### config.mk
export PLATFORM = sky130hd
export DESIGN_NAME = adccal_ctrl
export DESIGN_NICKNAME = d
export VERILOG_FILES = /design/src/hw/adccal_pkg.sv /design/src/hw/adccal_ctrl.sv
export VERILOG_INCLUDE_DIRS = /design/src /design/src/hw
export SDC_FILE = /design/constraint.sdc
export NUM_CORES = 1
export LEC_CHECK = 0
export ABC_AREA = 0
export BUFFER_PORTS_ARGS = -buffer_cell sky130_fd_sc_hd__buf_2
export CAP_MARGIN = 25
export CORE_MARGIN = 2
export CORE_UTILIZATION = 49
export CTS_BUF_LIST = sky130_fd_sc_hd__clkbuf_8
export DETAILED_ROUTE_END_ITERATION = 10
export PLACE_DENSITY = 0.77
export SYNTH_ARGS = -nofsm -noshare
export SYNTH_HDL_FRONTEND = slang
export SYNTH_SLANG_ARGS = --single-unit
### constraint.sdc
create_clock -name core_clk -period 1.4 [get_ports core_clk]
set_clock_uncertainty 0.05 [all_clocks]
set_input_delay 0.21 -clock core_clk [delete_from_list [all_inputs] [get_ports core_clk]]
set_output_delay 0.21 -clock core_clk [all_outputs]
set_load 0.05 [all_outputs]
### src/hw/adccal_consts.svh
`ifndef ADCCAL_CONSTS_SVH
`define ADCCAL_CONSTS_SVH

// Special-function address and reset value of the calibration register
`define ADCCAL_CTRL_ADDR 8'hF5
`define ADCCAL_CTRL_RESET 8'h00

// Field positions inside the calibration register
`define ADCCAL_BUSY_BIT 7
`define ADCCAL_GAIN_DIS_BIT 6
`define ADCCAL_AVG_HI_BIT 5
`define ADCCAL_AVG_LO_BIT 4
`define ADCCAL_OFS_DIS_BIT 3
`define ADCCAL_MODE_BIT 2
`define ADCCAL_TYPE_BIT 1
`define ADCCAL_START_BIT 0

// Readings averaged per bit decision, by averaging code
`define ADCCAL_AVG_CODE0 6'h0F
`define ADCCAL_AVG_CODE1 6'h1F
`define ADCCAL_AVG_CODE2 6'h2F
`define ADCCAL_AVG_CODE3 6'h3F

// Input selector codes
`define ADCCAL_SEL_LAST_EXT 4'h5
`define ADCCAL_SEL_TEMP 4'h8
`define ADCCAL_SEL_DAC_FIRST 4'h9
`define ADCCAL_SEL_DAC_SECOND 4'hA
`define ADCCAL_SEL_AGND 4'hB
`define ADCCAL_SEL_VREF 4'hC

`endif

### src/hw/adccal_pkg.sv
`default_nettype none
package adccal_pkg;

  // Calibration control register layout, bit 7 down to bit 0
  typedef struct packed {
    logic busy;
    logic gain_correction_disable;
    logic average_count_sel_hi;
    logic average_count_sel_lo;
    logic offset_correction_disable;
    logic calibration_mode_sel;
    logic calibration_type_sel;
    logic calibration_start;
  } adccal_ctrl_t;

  // Sequencer states
  typedef enum logic [1:0] {
    ADCCAL_IDLE,
    ADCCAL_CONV,
    ADCCAL_ISSUE,
    ADCCAL_WAIT
  } adccal_state_t;

endpackage : adccal_pkg
`default_nettype wire

### src/hw/adccal_ctrl.sv
`timescale 1ns/1ns
`default_nettype none
`include "adccal_consts.svh"

module adccal_ctrl #(
  parameter int ADC_BITS = 12
) (
  // Clock and reset
  input wire logic core_clk,
  input wire logic rst_n,
  // Special-function register bus
  input wire logic [7:0] sfr_addr,
  input wire logic sfr_wr,
  input wire logic [7:0] sfr_wdata,
  input wire logic sfr_rd,
  output logic [7:0] sfr_rdata_q,
  // Conversion request and input selector
  input wire logic conv_req,
  input wire logic [3:0] chan_sel,
  // Successive-approximation engine
  output logic sar_start_q,
  input wire logic sar_done,
  // Analog input routing
  output logic [3:0] mux_sel_q,
  output logic mux_en_q,
  // Calibration and correction controls
  output logic cal_run_q,
  output logic cal_gain_q,
  output logic gain_corr_en_q,
  output logic offset_corr_en_q
);

  localparam int BW = (ADC_BITS > 1) ? $clog2(ADC_BITS) : 1;
  localparam logic [BW-1:0] LAST_BIT = BW'(ADC_BITS - 1);

  // Counters below are sized for the range the logic can serve
  if (ADC_BITS < 2 || ADC_BITS > 16) begin : g_bad_bits
    $error("ADC_BITS must lie in 2..16");
  end

  // Whether a selector code connects a source
  function automatic logic sel_valid(input logic [3:0] code);
    sel_valid = (code <= `ADCCAL_SEL_LAST_EXT) ||
                (code >= `ADCCAL_SEL_TEMP && code <= `ADCCAL_SEL_VREF);
  endfunction : sel_valid

  // Readings per bit decision for an averaging code
  function automatic logic [5:0] avg_count(input logic [1:0] code);
    case (code)
      2'h0: avg_count = `ADCCAL_AVG_CODE0;
      2'h1: avg_count = `ADCCAL_AVG_CODE1;
      2'h2: avg_count = `ADCCAL_AVG_CODE2;
      default: avg_count = `ADCCAL_AVG_CODE3;
    endcase
  endfunction : avg_count

  adccal_pkg::adccal_ctrl_t ctrl_q, ctrl_d;
  adccal_pkg::adccal_state_t state_q, state_d;
  logic [5:0] rd_cnt_q, rd_cnt_d;
  logic [5:0] avg_q, avg_d;
  logic [BW-1:0] bit_cnt_q, bit_cnt_d;
  logic [7:0] sfr_rdata_d;
  logic sar_start_d, mux_en_d, cal_run_d, cal_gain_d;
  logic gain_corr_en_d, offset_corr_en_d;
  logic [3:0] mux_sel_d;
  logic hit, wr_hit, start_wr, cal_last;

  assign hit = (sfr_addr == `ADCCAL_CTRL_ADDR);
  assign wr_hit = sfr_wr && hit;
  assign start_wr = wr_hit && sfr_wdata[`ADCCAL_START_BIT];
  assign cal_last = (rd_cnt_q == avg_q - 6'h01) && (bit_cnt_q == LAST_BIT);

  // Next-state logic for register, sequencer and outputs
  always_comb begin
    ctrl_d = ctrl_q;
    state_d = state_q;
    rd_cnt_d = rd_cnt_q;
    bit_cnt_d = bit_cnt_q;
    avg_d = avg_q;
    sar_start_d = 1'b0;
    mux_sel_d = mux_sel_q;
    mux_en_d = mux_en_q;
    cal_run_d = cal_run_q;
    cal_gain_d = cal_gain_q;
    sfr_rdata_d = 8'h00;
    // busy read only: software writes skip bit 7
    if (wr_hit) begin
      ctrl_d[6:1] = sfr_wdata[6:1];
      // start on write: a zero cannot abort a running cycle
      ctrl_d.calibration_start = sfr_wdata[`ADCCAL_START_BIT] ||
                                 ctrl_q.calibration_start;
    end
    case (state_q)
      adccal_pkg::ADCCAL_IDLE: begin
        // launch calibration with the settings held now
        if (ctrl_q.calibration_start) begin
          state_d = adccal_pkg::ADCCAL_ISSUE;
          ctrl_d.busy = 1'b1;
          rd_cnt_d = 6'h00;
          bit_cnt_d = '0;
          avg_d = avg_count({ctrl_q.average_count_sel_hi,
                             ctrl_q.average_count_sel_lo});
          cal_run_d = 1'b1;
          // calibration type picks ground or reference
          cal_gain_d = ctrl_q.calibration_type_sel;
          mux_sel_d = ctrl_q.calibration_type_sel ? `ADCCAL_SEL_VREF :
                                                    `ADCCAL_SEL_AGND;
          mux_en_d = 1'b1;
        // invalid codes start nothing and connect nothing
        end else if (conv_req && sel_valid(chan_sel)) begin
          // route the selected source for conversion
          state_d = adccal_pkg::ADCCAL_CONV;
          ctrl_d.busy = 1'b1;
          mux_sel_d = chan_sel;
          mux_en_d = 1'b1;
          sar_start_d = 1'b1;
        end
      end
      adccal_pkg::ADCCAL_CONV: begin
        if (sar_done) begin
          state_d = adccal_pkg::ADCCAL_IDLE;
          ctrl_d.busy = 1'b0;
          mux_en_d = 1'b0;
        end
      end
      adccal_pkg::ADCCAL_ISSUE: begin
        sar_start_d = 1'b1;
        state_d = adccal_pkg::ADCCAL_WAIT;
      end
      adccal_pkg::ADCCAL_WAIT: begin
        if (sar_done) begin
          state_d = adccal_pkg::ADCCAL_ISSUE;
          if (rd_cnt_q == avg_q - 6'h01) begin
            rd_cnt_d = 6'h00;
            bit_cnt_d = bit_cnt_q + BW'(1);
          end else begin
            rd_cnt_d = rd_cnt_q + 6'h01;
          end
          if (cal_last) begin
            state_d = adccal_pkg::ADCCAL_IDLE;
            ctrl_d.busy = 1'b0;
            cal_run_d = 1'b0;
            mux_en_d = 1'b0;
            // start self-clears; a fresh write of one wins
            ctrl_d.calibration_start = start_wr;
          end
        end
      end
      default: begin
        state_d = adccal_pkg::ADCCAL_IDLE;
      end
    endcase
    // correction enables follow the disable bits
    gain_corr_en_d = !ctrl_d.gain_correction_disable;
    offset_corr_en_d = !ctrl_d.offset_correction_disable;
    // Read data answers one cycle later; unmapped reads give zero
    if (sfr_rd && hit) begin
      sfr_rdata_d = ctrl_q;
    end
  end

  // register and outputs reset to zero, except the two correction enables, which reset to one
  always_ff @(posedge core_clk or negedge rst_n) begin
    if (!rst_n) begin
      ctrl_q <= `ADCCAL_CTRL_RESET;
      state_q <= adccal_pkg::ADCCAL_IDLE;
      rd_cnt_q <= 6'h00;
      bit_cnt_q <= '0;
      avg_q <= `ADCCAL_AVG_CODE0;
      sfr_rdata_q <= 8'h00;
      sar_start_q <= 1'b0;
      mux_sel_q <= 4'h0;
      mux_en_q <= 1'b0;
      cal_run_q <= 1'b0;
      cal_gain_q <= 1'b0;
      gain_corr_en_q <= 1'b1;
      offset_corr_en_q <= 1'b1;
    end else begin
      ctrl_q <= ctrl_d;
      state_q <= state_d;
      rd_cnt_q <= rd_cnt_d;
      bit_cnt_q <= bit_cnt_d;
      avg_q <= avg_d;
      sfr_rdata_q <= sfr_rdata_d;
      sar_start_q <= sar_start_d;
      mux_sel_q <= mux_sel_d;
      mux_en_q <= mux_en_d;
      cal_run_q <= cal_run_d;
      cal_gain_q <= cal_gain_d;
      gain_corr_en_q <= gain_corr_en_d;
      offset_corr_en_q <= offset_corr_en_d;
    end
  end
endmodule : adccal_ctrl
`default_nettype wire

* After elaboration in Yosys (flattened, before gate mapping)
Index checks and enable logic that the tools add are counted.
** Word-level totals
- Flip-flop bits (word level) :: 43
- Bits in latches :: 0
- Bits in writable memories :: 0
- ROM bits :: 0
- Bits of input ports :: 26
- Logic and storage cells :: 95
- Memories kept :: 0
** Cells by class
- $add $sub $neg :: 3
- $mul :: 0
- Divide/modulo/power cells :: 0
- Magnitude comparators :: 3
- Equal/unequal tests :: 14
- Shift operators :: 0
- Mux-type cells :: 34
- Bitwise operators :: 0
- Reduce and logical (&&, ||, !) cells :: 22
** Operators with widths (count)
- 4-bit 2-to-1 mux :: 5
- 6-bit 2-to-1 mux :: 3
- 6-bit one-hot mux with 3 select lines :: 1
- 6-bit one-hot mux with 2 select lines :: 1
- 1-bit 2-to-1 mux :: 11
- 2-bit 2-to-1 mux :: 5
- 2-bit != test (second input constant) :: 5
- 8-bit equality test (second input constant) :: 1
- 8-bit 2-to-1 mux :: 1
- 2-bit one-hot mux with 4 select lines :: 1
- 4-bit one-hot mux with 2 select lines :: 1
- 4-bit AND reduction :: 2
- 7-bit 2-to-1 mux :: 1
- 6-bit by 1-bit adder with 6-bit output (second input constant) :: 1
- 2-bit equality test (second input constant) :: 3
- 6-bit equality test :: 1
- 1-bit logical AND :: 6
- 3-bit AND reduction :: 2
- 6-bit by 1-bit subtractor with 6-bit output (second input constant) :: 1
- 5-bit AND reduction :: 1
- 4-bit by 1-bit adder with 4-bit output (second input constant) :: 1
- 2-bit by 1-bit equality test with 1-bit output (second input constant) :: 2
- 4-bit equality test (second input constant) :: 1
- 4-bit >= comparator (second input constant) :: 1
- other kinds (12) :: 18

* Depth between registers and ports, before layout
Gate-level depths: netlist of run 1.
- Word-level depth :: 7
- Depth in mapped cells :: 6

* Least setup slack after synthesis of run 1
Ideal clock, no wire load.
- Path type :: reg-to-reg
- Start point :: register rd_cnt_q[0]
- End point :: register bit_cnt_q[3]
- Library setup time :: 0.077 ns
- Data arrival time :: 1.438 ns
- Required time :: 1.273 ns
- Slack :: -0.166 ns
- Stages on the path, launching flop included :: 7
- Buffers on the path :: 0
- Period minus slack after synthesis :: 1.566 ns
- Cell sequence :: dfrtp_1 > inv_1 > ha_1 > and3_1 > nand4_4 > or3_1 > a21oi_1
** Between the ends
- Cells in the longest elaborated chain, start to end :: 3
** Ends and longest elaborated chain
- start, declared :: line adccal_ctrl.sv:59 : logic [5:0] rd_cnt_q, rd_cnt_d;
- start signal, assigned :: line adccal_ctrl.sv:181 : rd_cnt_q <= rd_cnt_d;
- 6-bit equality test :: line adccal_ctrl.sv:133 : if (rd_cnt_q == avg_q - 6'h01) begin
- 2-bit != test (no source line)
- 4-bit AND reduction (no source line)
- end signal, assigned :: line adccal_ctrl.sv:182 : bit_cnt_q <= bit_cnt_d;
- end, declared :: line adccal_ctrl.sv:61 : logic [BW-1:0] bit_cnt_q, bit_cnt_d;
Every way passes these cells.
A chain may end at the register's enable or synchronous reset.

* Worst setup path in the final report of run 1
- Start point :: register avg_q[5]
- End point :: register bit_cnt_q[2]
** Between the ends
- Cells in the longest elaborated chain, start to end :: 4
** Ends and longest elaborated chain
- start, declared :: line adccal_ctrl.sv:60 : logic [5:0] avg_q, avg_d;
- start signal, assigned :: line adccal_ctrl.sv:169 : avg_q <= `ADCCAL_AVG_CODE0;
- start signal, assigned :: line adccal_ctrl.sv:183 : avg_q <= avg_d;
- 6-bit by 1-bit subtractor with 6-bit output :: line adccal_ctrl.sv:133
- 6-bit equality test :: line adccal_ctrl.sv:133
- 2-bit != test (no source line)
- 4-bit AND reduction (no source line)
Every way passes these cells.

==> results of run 1 <==
[final cells by class]
cell class              count  area (sq um)  area share, %
inverters                   5         18.77         0.7673
flip-flops and latches     39         979.7          40.05
clock buffers               5         68.82          2.813
clock inverters             3         41.29          1.688
repair buffers             68         426.7          17.44
multi-input cells         108         853.3          34.88
well taps                  46         57.56          2.353
[final timing paths]
| check | endpoint | start | slack (ns) |
|---|---|---|---|
| max in group asynchronous | rd_cnt_q[1] | rst_n | 0.41 |
| setup reg to reg | bit_cnt_q[2] | avg_q[5] | -0.19 |
| hold reg to reg | gain_corr_en_q | ctrl_q[6] | 0.39 |
| hold / removal | gain_corr_en_q | sfr_wdata[6] | 0.008 |
| min in group asynchronous | sfr_rdata_q[1] | rst_n | 0.36 |
| setup / recovery | bit_cnt_q[2] | avg_q[5] | -0.19 |
[sequential cells by signal, indices dropped and copies added, names as in the netlist]
register / flops
mux_sel_q: 4
ctrl_q: 8
bit_cnt_q: 4
cal_gain_q: 1
sfr_rdata_q: 8
sar_start_q: 1
rd_cnt_q: 6
avg_q: 2
offset_corr_en_q: 1
cal_run_q: 1
state_q: 2
gain_corr_en_q: 1
[layer usage]
layer / GRT usage (%) / part of all wire, % / vias to the layer above
met5: 0 / 0 / -
met4: 17.02 / 3.5 / 0
met3: 4.577 / 4.9 / 13
met2: 35.55 / 53 / 56
met1: 23.76 / 38 / 735
li1: - / - / 701
[repair_timing]
item / 4_1_cts / 5_1_grt
hold buffers: 2 / 0
hold endpoints to repair: 23 / 0
buffers inserted: 0 / 3
pin swaps: 1 / 6
gates resized for setup: 5 / 12
endpoints found under the setup margin: 13 / 16
[worst max-delay path, cell delays in order (launching register included)]
cell     delay, ns
dfrtp_1       0.41
buf_4         0.17
xnor2_4       0.20
nand4_4       0.12
or3_4         0.40
a21oi_2       0.17
[Yosys cell counts, drive strengths merged, types with 3 or more instances]
cell   count  area, sq um
nand3     10        50.05
xor2       3        26.28
ha         3        37.54
buf        4        27.52
nand4      3        33.78
nor2b      3        18.77
mux2       6        67.56
dfrtp     37        925.9
mux2i      4        40.04
a21oi      6        30.03
nand2     21        81.33
nor2       4        17.52
and3      11        73.82
inv        5        18.77
o21ai      7        35.03
or3        3        18.77
[where the power goes]
part	total, mW	internal [mW]	leakage, nW	switching [mW]
Sequential	1.32	1.23	0.517	0.0916
Clock	0.927	0.524	0.0556	0.403
Combinational	0.753	0.365	0.695	0.389
[stage by stage]
step | power [mW] | hold slack, ns | cells | setup slack (ns) | area (sq um)
3_5_place_dp | 1.958 | 0.1735 | 261 | -0.1078 | 2205
4_1_cts | 2.904 | 0.005155 | 271 | -0.1743 | 2360
6_report | 3.003 | 0.008190 | 274 | -0.1947 | 2446
2_1_floorplan | 1.662 | -0.1356 | 156 | -0.09791 | 1794
5_1_grt | 3.142 | 0.01459 | 274 | -0.2444 | 2446
3_3_place_gp | 1.910 | 0.1640 | 261 | -0.05422 | 2205
[kinds of logic after synthesis]
family	count (synthesis)	share of synthesized area, %
buf+inv	9	2.596
mux	10	6.035
compound gates	29	11.16
flops	39	54.88
xor+xnor	5	3.298
fa+ha+maj	3	2.105
simple gates	61	19.93
==> results by group, run 1 <==
Place
  • Port buffer count: 42
  • Routability cong.: 0.7868
  • DP Wirelength: 2922 um

Cells and area
  • # fillers: between 200 and 250
  • Commonest non-fill, non-tap cell in the layout: buf_2
  • Final core utilization: 71.61%
  • Fin nets: 256
  • Share of cells above drive strength 1: 42.11%
  • Most frequent cells in the layout: 42 x buf_2, 36 x dfrtp_1, 22 x buf_4
  • Diodes inserted: 0
  • Synthesis-to-layout area growth: 37.19%

Global route
  • Antenna violations before repair: 0
  • Vias in the first global route: 1535
  • All-layer global routing usage: between 20% and 30%
  • Global-route wire length before repair: between 6000 and 7000 um
  • Grt ovf: 0
  • Largest net degree at the start of global routing: 27

Setup path
  • Crit path max fanout: 4
  • Worst setup path class: register to register
  • CP arrival: 1.77 ns
  • Critical path capture point type: register
  • Startpoint types: register
  • CP required: around 1.6 ns
  • R2r worst-path depth: 5

Floorplan
  • Core Area: ~0.0034 sq mm
  • Die width: approximately 64 um
  • Number of core rows: 21
  • Starting Density: about 52%
  • I/O Pins: 44
  • Die Area: 0.004137 sq mm
  • Die H: around 64 um

Routing
  • DRT Pass-1 Iters: 4
  • WL per Instance: between 15 and 20 um
  • Initial DRC Count: 136
  • Vias post-DR: around 1500
  • Final wirelength: 4226 um
  • Post-route ant nets: 0
  • DRC: 0
  • DR vias/cell: about 5.5

Clocking
  • H-tree levels: 2
  • Clock Latency Late Sink: 0.30 ns
  • Cts bufs inserted: 5
  • Register clock-pin slew on the reported worst setup and hold paths: 0.07 ns
  • CTS root buf: clkbuf_8
  • Sink Count: 39
  • TritonCTS clock tree: done
  • Clk buf depth: 2

STA
  • Setup ws final: -0.1947 ns
  • Minimum clock period: approximately 1.6 ns
  • Rel. slew slack: between 60% and 70%
  • Max-slew violations: 0
  • Tightest Pin Transition: roughly 0.54 ns
  • Total negative setup slack: -0.9901 ns
  • RSZ-0062 raised after global routing: yes
  • Final Hold Fails: 0
  • Max Fclk: 627.1 MHz
  • Tcrit/Tclk final: 113.9%
  • # setup viols final: 13

Synthesis
  • Yosys warning total: 0
  • Avg Cell Area, Syn: around 11 sq um
  • Yosys cell types: 39
  • Yosys reg bits: 39
  • Main flop type after synthesis: dfrtp_1
  • Async SR Flop Fraction: between 90% and 100%
  • Mapped cell area: ~0.0018 sq mm
  • Synthesized Nets: ~190
  • Post-synth EDFFs: 0
  • Post-synthesis sequential area ratio: 54.88%
  • Synth Instances: ~160

Power and ir drop
  • Largest vdd supply drop: 0.8676 mV
  • Pwr dens: 1228 mW/mm^2
  • Leakage: about 1.3 nW

Flow run
  • Max Cap Viol: 0

Status
  • Failing checks: setup timing
  • Status: finished, violations left

Hold path
  • Hold Path Class: primary input to register
  • Worst hold stages: 2
Power figures use the tool's default switching activity.
==> run 2: changes to the inputs <==
Settings changed: CORE_MARGIN 2 to not set.
==> run 2 against run 1 <==
  * The run still ends with setup timing left
  * Global-route usage shrank 0.73 points
  * Cell count shrank 1.8%
  * Combinational power shrank 5.7%
  * Clock-buffer cell count is the same
  * Critical path type unchanged
  * Setup slack gained 0.055 ns
  * Clock power shrank 2.8%
  * Register-to-register slack gained 0.05 ns
  * Die area shrank 6.1%
==> results by group, run 2 (synthesized netlist as in run 1, its figures left out) <==
Status
  • Status: finished, violations left
  • Failing checks: setup timing

Clocking
  • H-tree levels: 2 (unchanged)
  • Clk buf depth: 2 (unchanged)
  • Sink Count: 39 (unchanged)
  • Register clock-pin slew on the reported worst setup and hold paths: 0.07 ns (about the same)
  • Cts bufs inserted: 5 (unchanged)
  • TritonCTS clock tree: done
  • Clock Latency Late Sink: 0.29 ns (about the same)
  • CTS root buf: clkbuf_8

Power and ir drop
  • Leakage: 1.241 nW (-2.1%)
  • Comb power frac: 24.2% (-0.9 points)
  • Net load switching power: 827.0 uW (-6.4%)
  • Largest vdd supply drop: 0.9985 mV (+15%)
  • Switch share: 28.25% (-1.2 points)
  • Sequential fraction of design power: 45.0% (+1.0 points)
  • Tot Pwr: 2.928 mW (-2.5%)
  • Internal power: 2.101 mW (-0.92%)
  • Clock power frac: 30.8% (about the same)
  • Pwr dens: 1220 mW/mm^2 (-0.64%)

Global route
  • Vias in the first global route: 1428 (-7.0%)
  • Global-route wire length before repair: 6223 um (-6.1%)
  • All-layer global routing usage: 20.73% (-0.73 points)
  • Grt ovf: 0 (unchanged)
  • Largest net degree at the start of global routing: 24 (-11%)
  • Antenna violations before repair: 0 (unchanged)

Setup path
  • Reg2reg setup slack: -0.14 ns (+0.05 ns)
  • Startpoint types: register
  • Crit path largest cell delay: 0.44 ns (+0.03 ns)
  • CP top delay family: simple AND/OR/NAND/NOR gates
  • CP max-delay cell: dfrtp_1
  • CP required: 1.53 ns (-0.04 ns)
  • CP arrival: 1.67 ns (-0.10 ns)
  • Worst setup path class: register to register
  • Critical path capture point type: register
  • Buffers and inverters on the worst path: 0 (-1)
  • Crit path max fanout: 3 (-1)
  • Crit path cell chain: xor2_2 > nor4_4 > nand2_1 > a32o_1

Floorplan
  • Number of core rows: 21 (unchanged)
  • Die width: 62.32 um (-3.1%)
  • Core Area: 0.003416 sq mm (unchanged)
  • Die Area: 0.003884 sq mm (-6.1%)
  • Starting Density: 52.20% (unchanged)
  • Die H: 62.32 um (-3.1%)
  • I/O Pins: 44 (unchanged)

STA
  • Setup ws final: -0.1397 ns (+0.05497 ns)
  • Final Hold Fails: 0 (unchanged)
  • RSZ-0062 raised after global routing: yes
  • Tightest Pin Transition: 0.4015 ns (-0.1388 ns)
  • Minimum clock period: 1.540 ns (-0.05497 ns)
  • Max Fclk: 649.5 MHz (+3.6%)
  • Max-slew violations: 0 (unchanged)
  • Rel. slew slack: 73.24% (+9.3 points)
  • Tcrit/Tclk final: 110.0% (-3.9 points)
  • # setup viols final: 12 (-1)
  • Hold WS: 0.01390 ns (+0.005710 ns)

Cells and area
  • Commonest non-fill, non-tap cell in the layout: buf_2
  • Regs by FF count: ctrl_q x8, sfr_rdata_q x8, rd_cnt_q x6
  • Share of cells above drive strength 1: 41.26% (-0.85 points)
  • Most frequent cells in the layout: 42 x buf_2, 37 x dfrtp_1, 20 x nand2_1
  • Fin nets: 251 (-2.0%)
  • Non-Filler Instances: 269 (-1.8%)
  • Synthesis-to-layout area growth: 34.60%
  • Final core utilization: 70.26% (-1.4 points)
  • Diodes inserted: 0 (unchanged)

Routing
  • Initial DRC Count: 86 (-37%)
  • DRT Pass-1 Iters: 4 (unchanged)
  • WL per Instance: 14.24 um (-7.7%)
  • DR vias/cell: 5.413 (-1.5%)
  • Post-route ant nets: 0 (unchanged)
  • Vias post-DR: 1456 (-3.3%)
  • DRC: 0 (unchanged)
  • Final wirelength: 3831 um (-9.3%)

Place
  • Placed instance count: 259 (-0.77%)
  • DP Wirelength: 2870 um (-1.8%)
  • Port buffer count: 42 (unchanged)
  • Routability cong.: 0.7814 (-0.69%)

Flow run
  • Max Cap Viol: 0 (unchanged)

Hold path
  • Hold Path Class: primary input to register
## run 2: changes by cell type in the layout (fill, tap and decap cells not counted), moves of 2 or more
cell and delta:
xor2_1 -2, ha_4 -2, xor2_2 +2, buf_4 -3
## run 2: metal layers
layer	global-route usage [%]	routed length [um]	vias up
met2	36.54	2005	46
met3	4.779	204	12
met4	11.63	114	0
met5	0	0	-
met1	22.91	1506	705
li1	-	-	693
## run 2: repair_timing
item / 4_1_cts / 5_1_grt
gates resized for setup: 6 / 9
endpoints found under the setup margin: 10 / 15
buffers inserted: 0 / 1
pin swaps: 2 / 1
hold endpoints to repair: 16 / 0
hold buffers: 1 / 0
gates cloned: 0 / 0
## run 2: final timing paths
check,start,end,cells past startpoint
max,avg_q[4],ctrl_q[0],4
min,sfr_wdata[3],offset_corr_en_q,2
max reg2reg,avg_q[4],ctrl_q[0],4
min reg2reg,ctrl_q[3],offset_corr_en_q,1
max in group asynchronous,rst_n,offset_corr_en_q,3
min in group asynchronous,rst_n,mux_sel_q[0],2
## run 2: stage by stage
step | setup slack [ns] | area (sq um) | TNS [ns]
floorplan | -0.09791 | 1794 | -0.2925
global placement | -0.05686 | 2190 | -0.2402
detailed placement | -0.1155 | 2190 | -0.6103
CTS | -0.09473 | 2332 | -0.5667
global route | -0.1878 | 2400 | -1.641
finish | -0.1397 | 2400 | -0.7503
## run 2: area by class of cell
class / instances / area, sq um
Clock inverter: 3 / 41.29
Timing Repair Buffer: 63 / 382.9
Inverter: 5 / 18.77
Multi-Input combinational cell: 108 / 852.1
Sequential cell: 39 / 978.4
Fill cell: 242 / 1016
Tap cell: 46 / 57.56
Clock buffer: 5 / 68.82
## run 2: power by group through the flow
stage / sequential [mW] / combinational (mW) / clock, mW
final: 1.32 / 0.710 / 0.901
after global routing: 1.33 / 0.785 / 0.971
after CTS: 1.31 / 0.640 / 0.919
after detailed placement: 1.33 / 0.617 / 0
after global placement: 1.31 / 0.591 / 0
after floorplan: 1.36 / 0.300 / 0
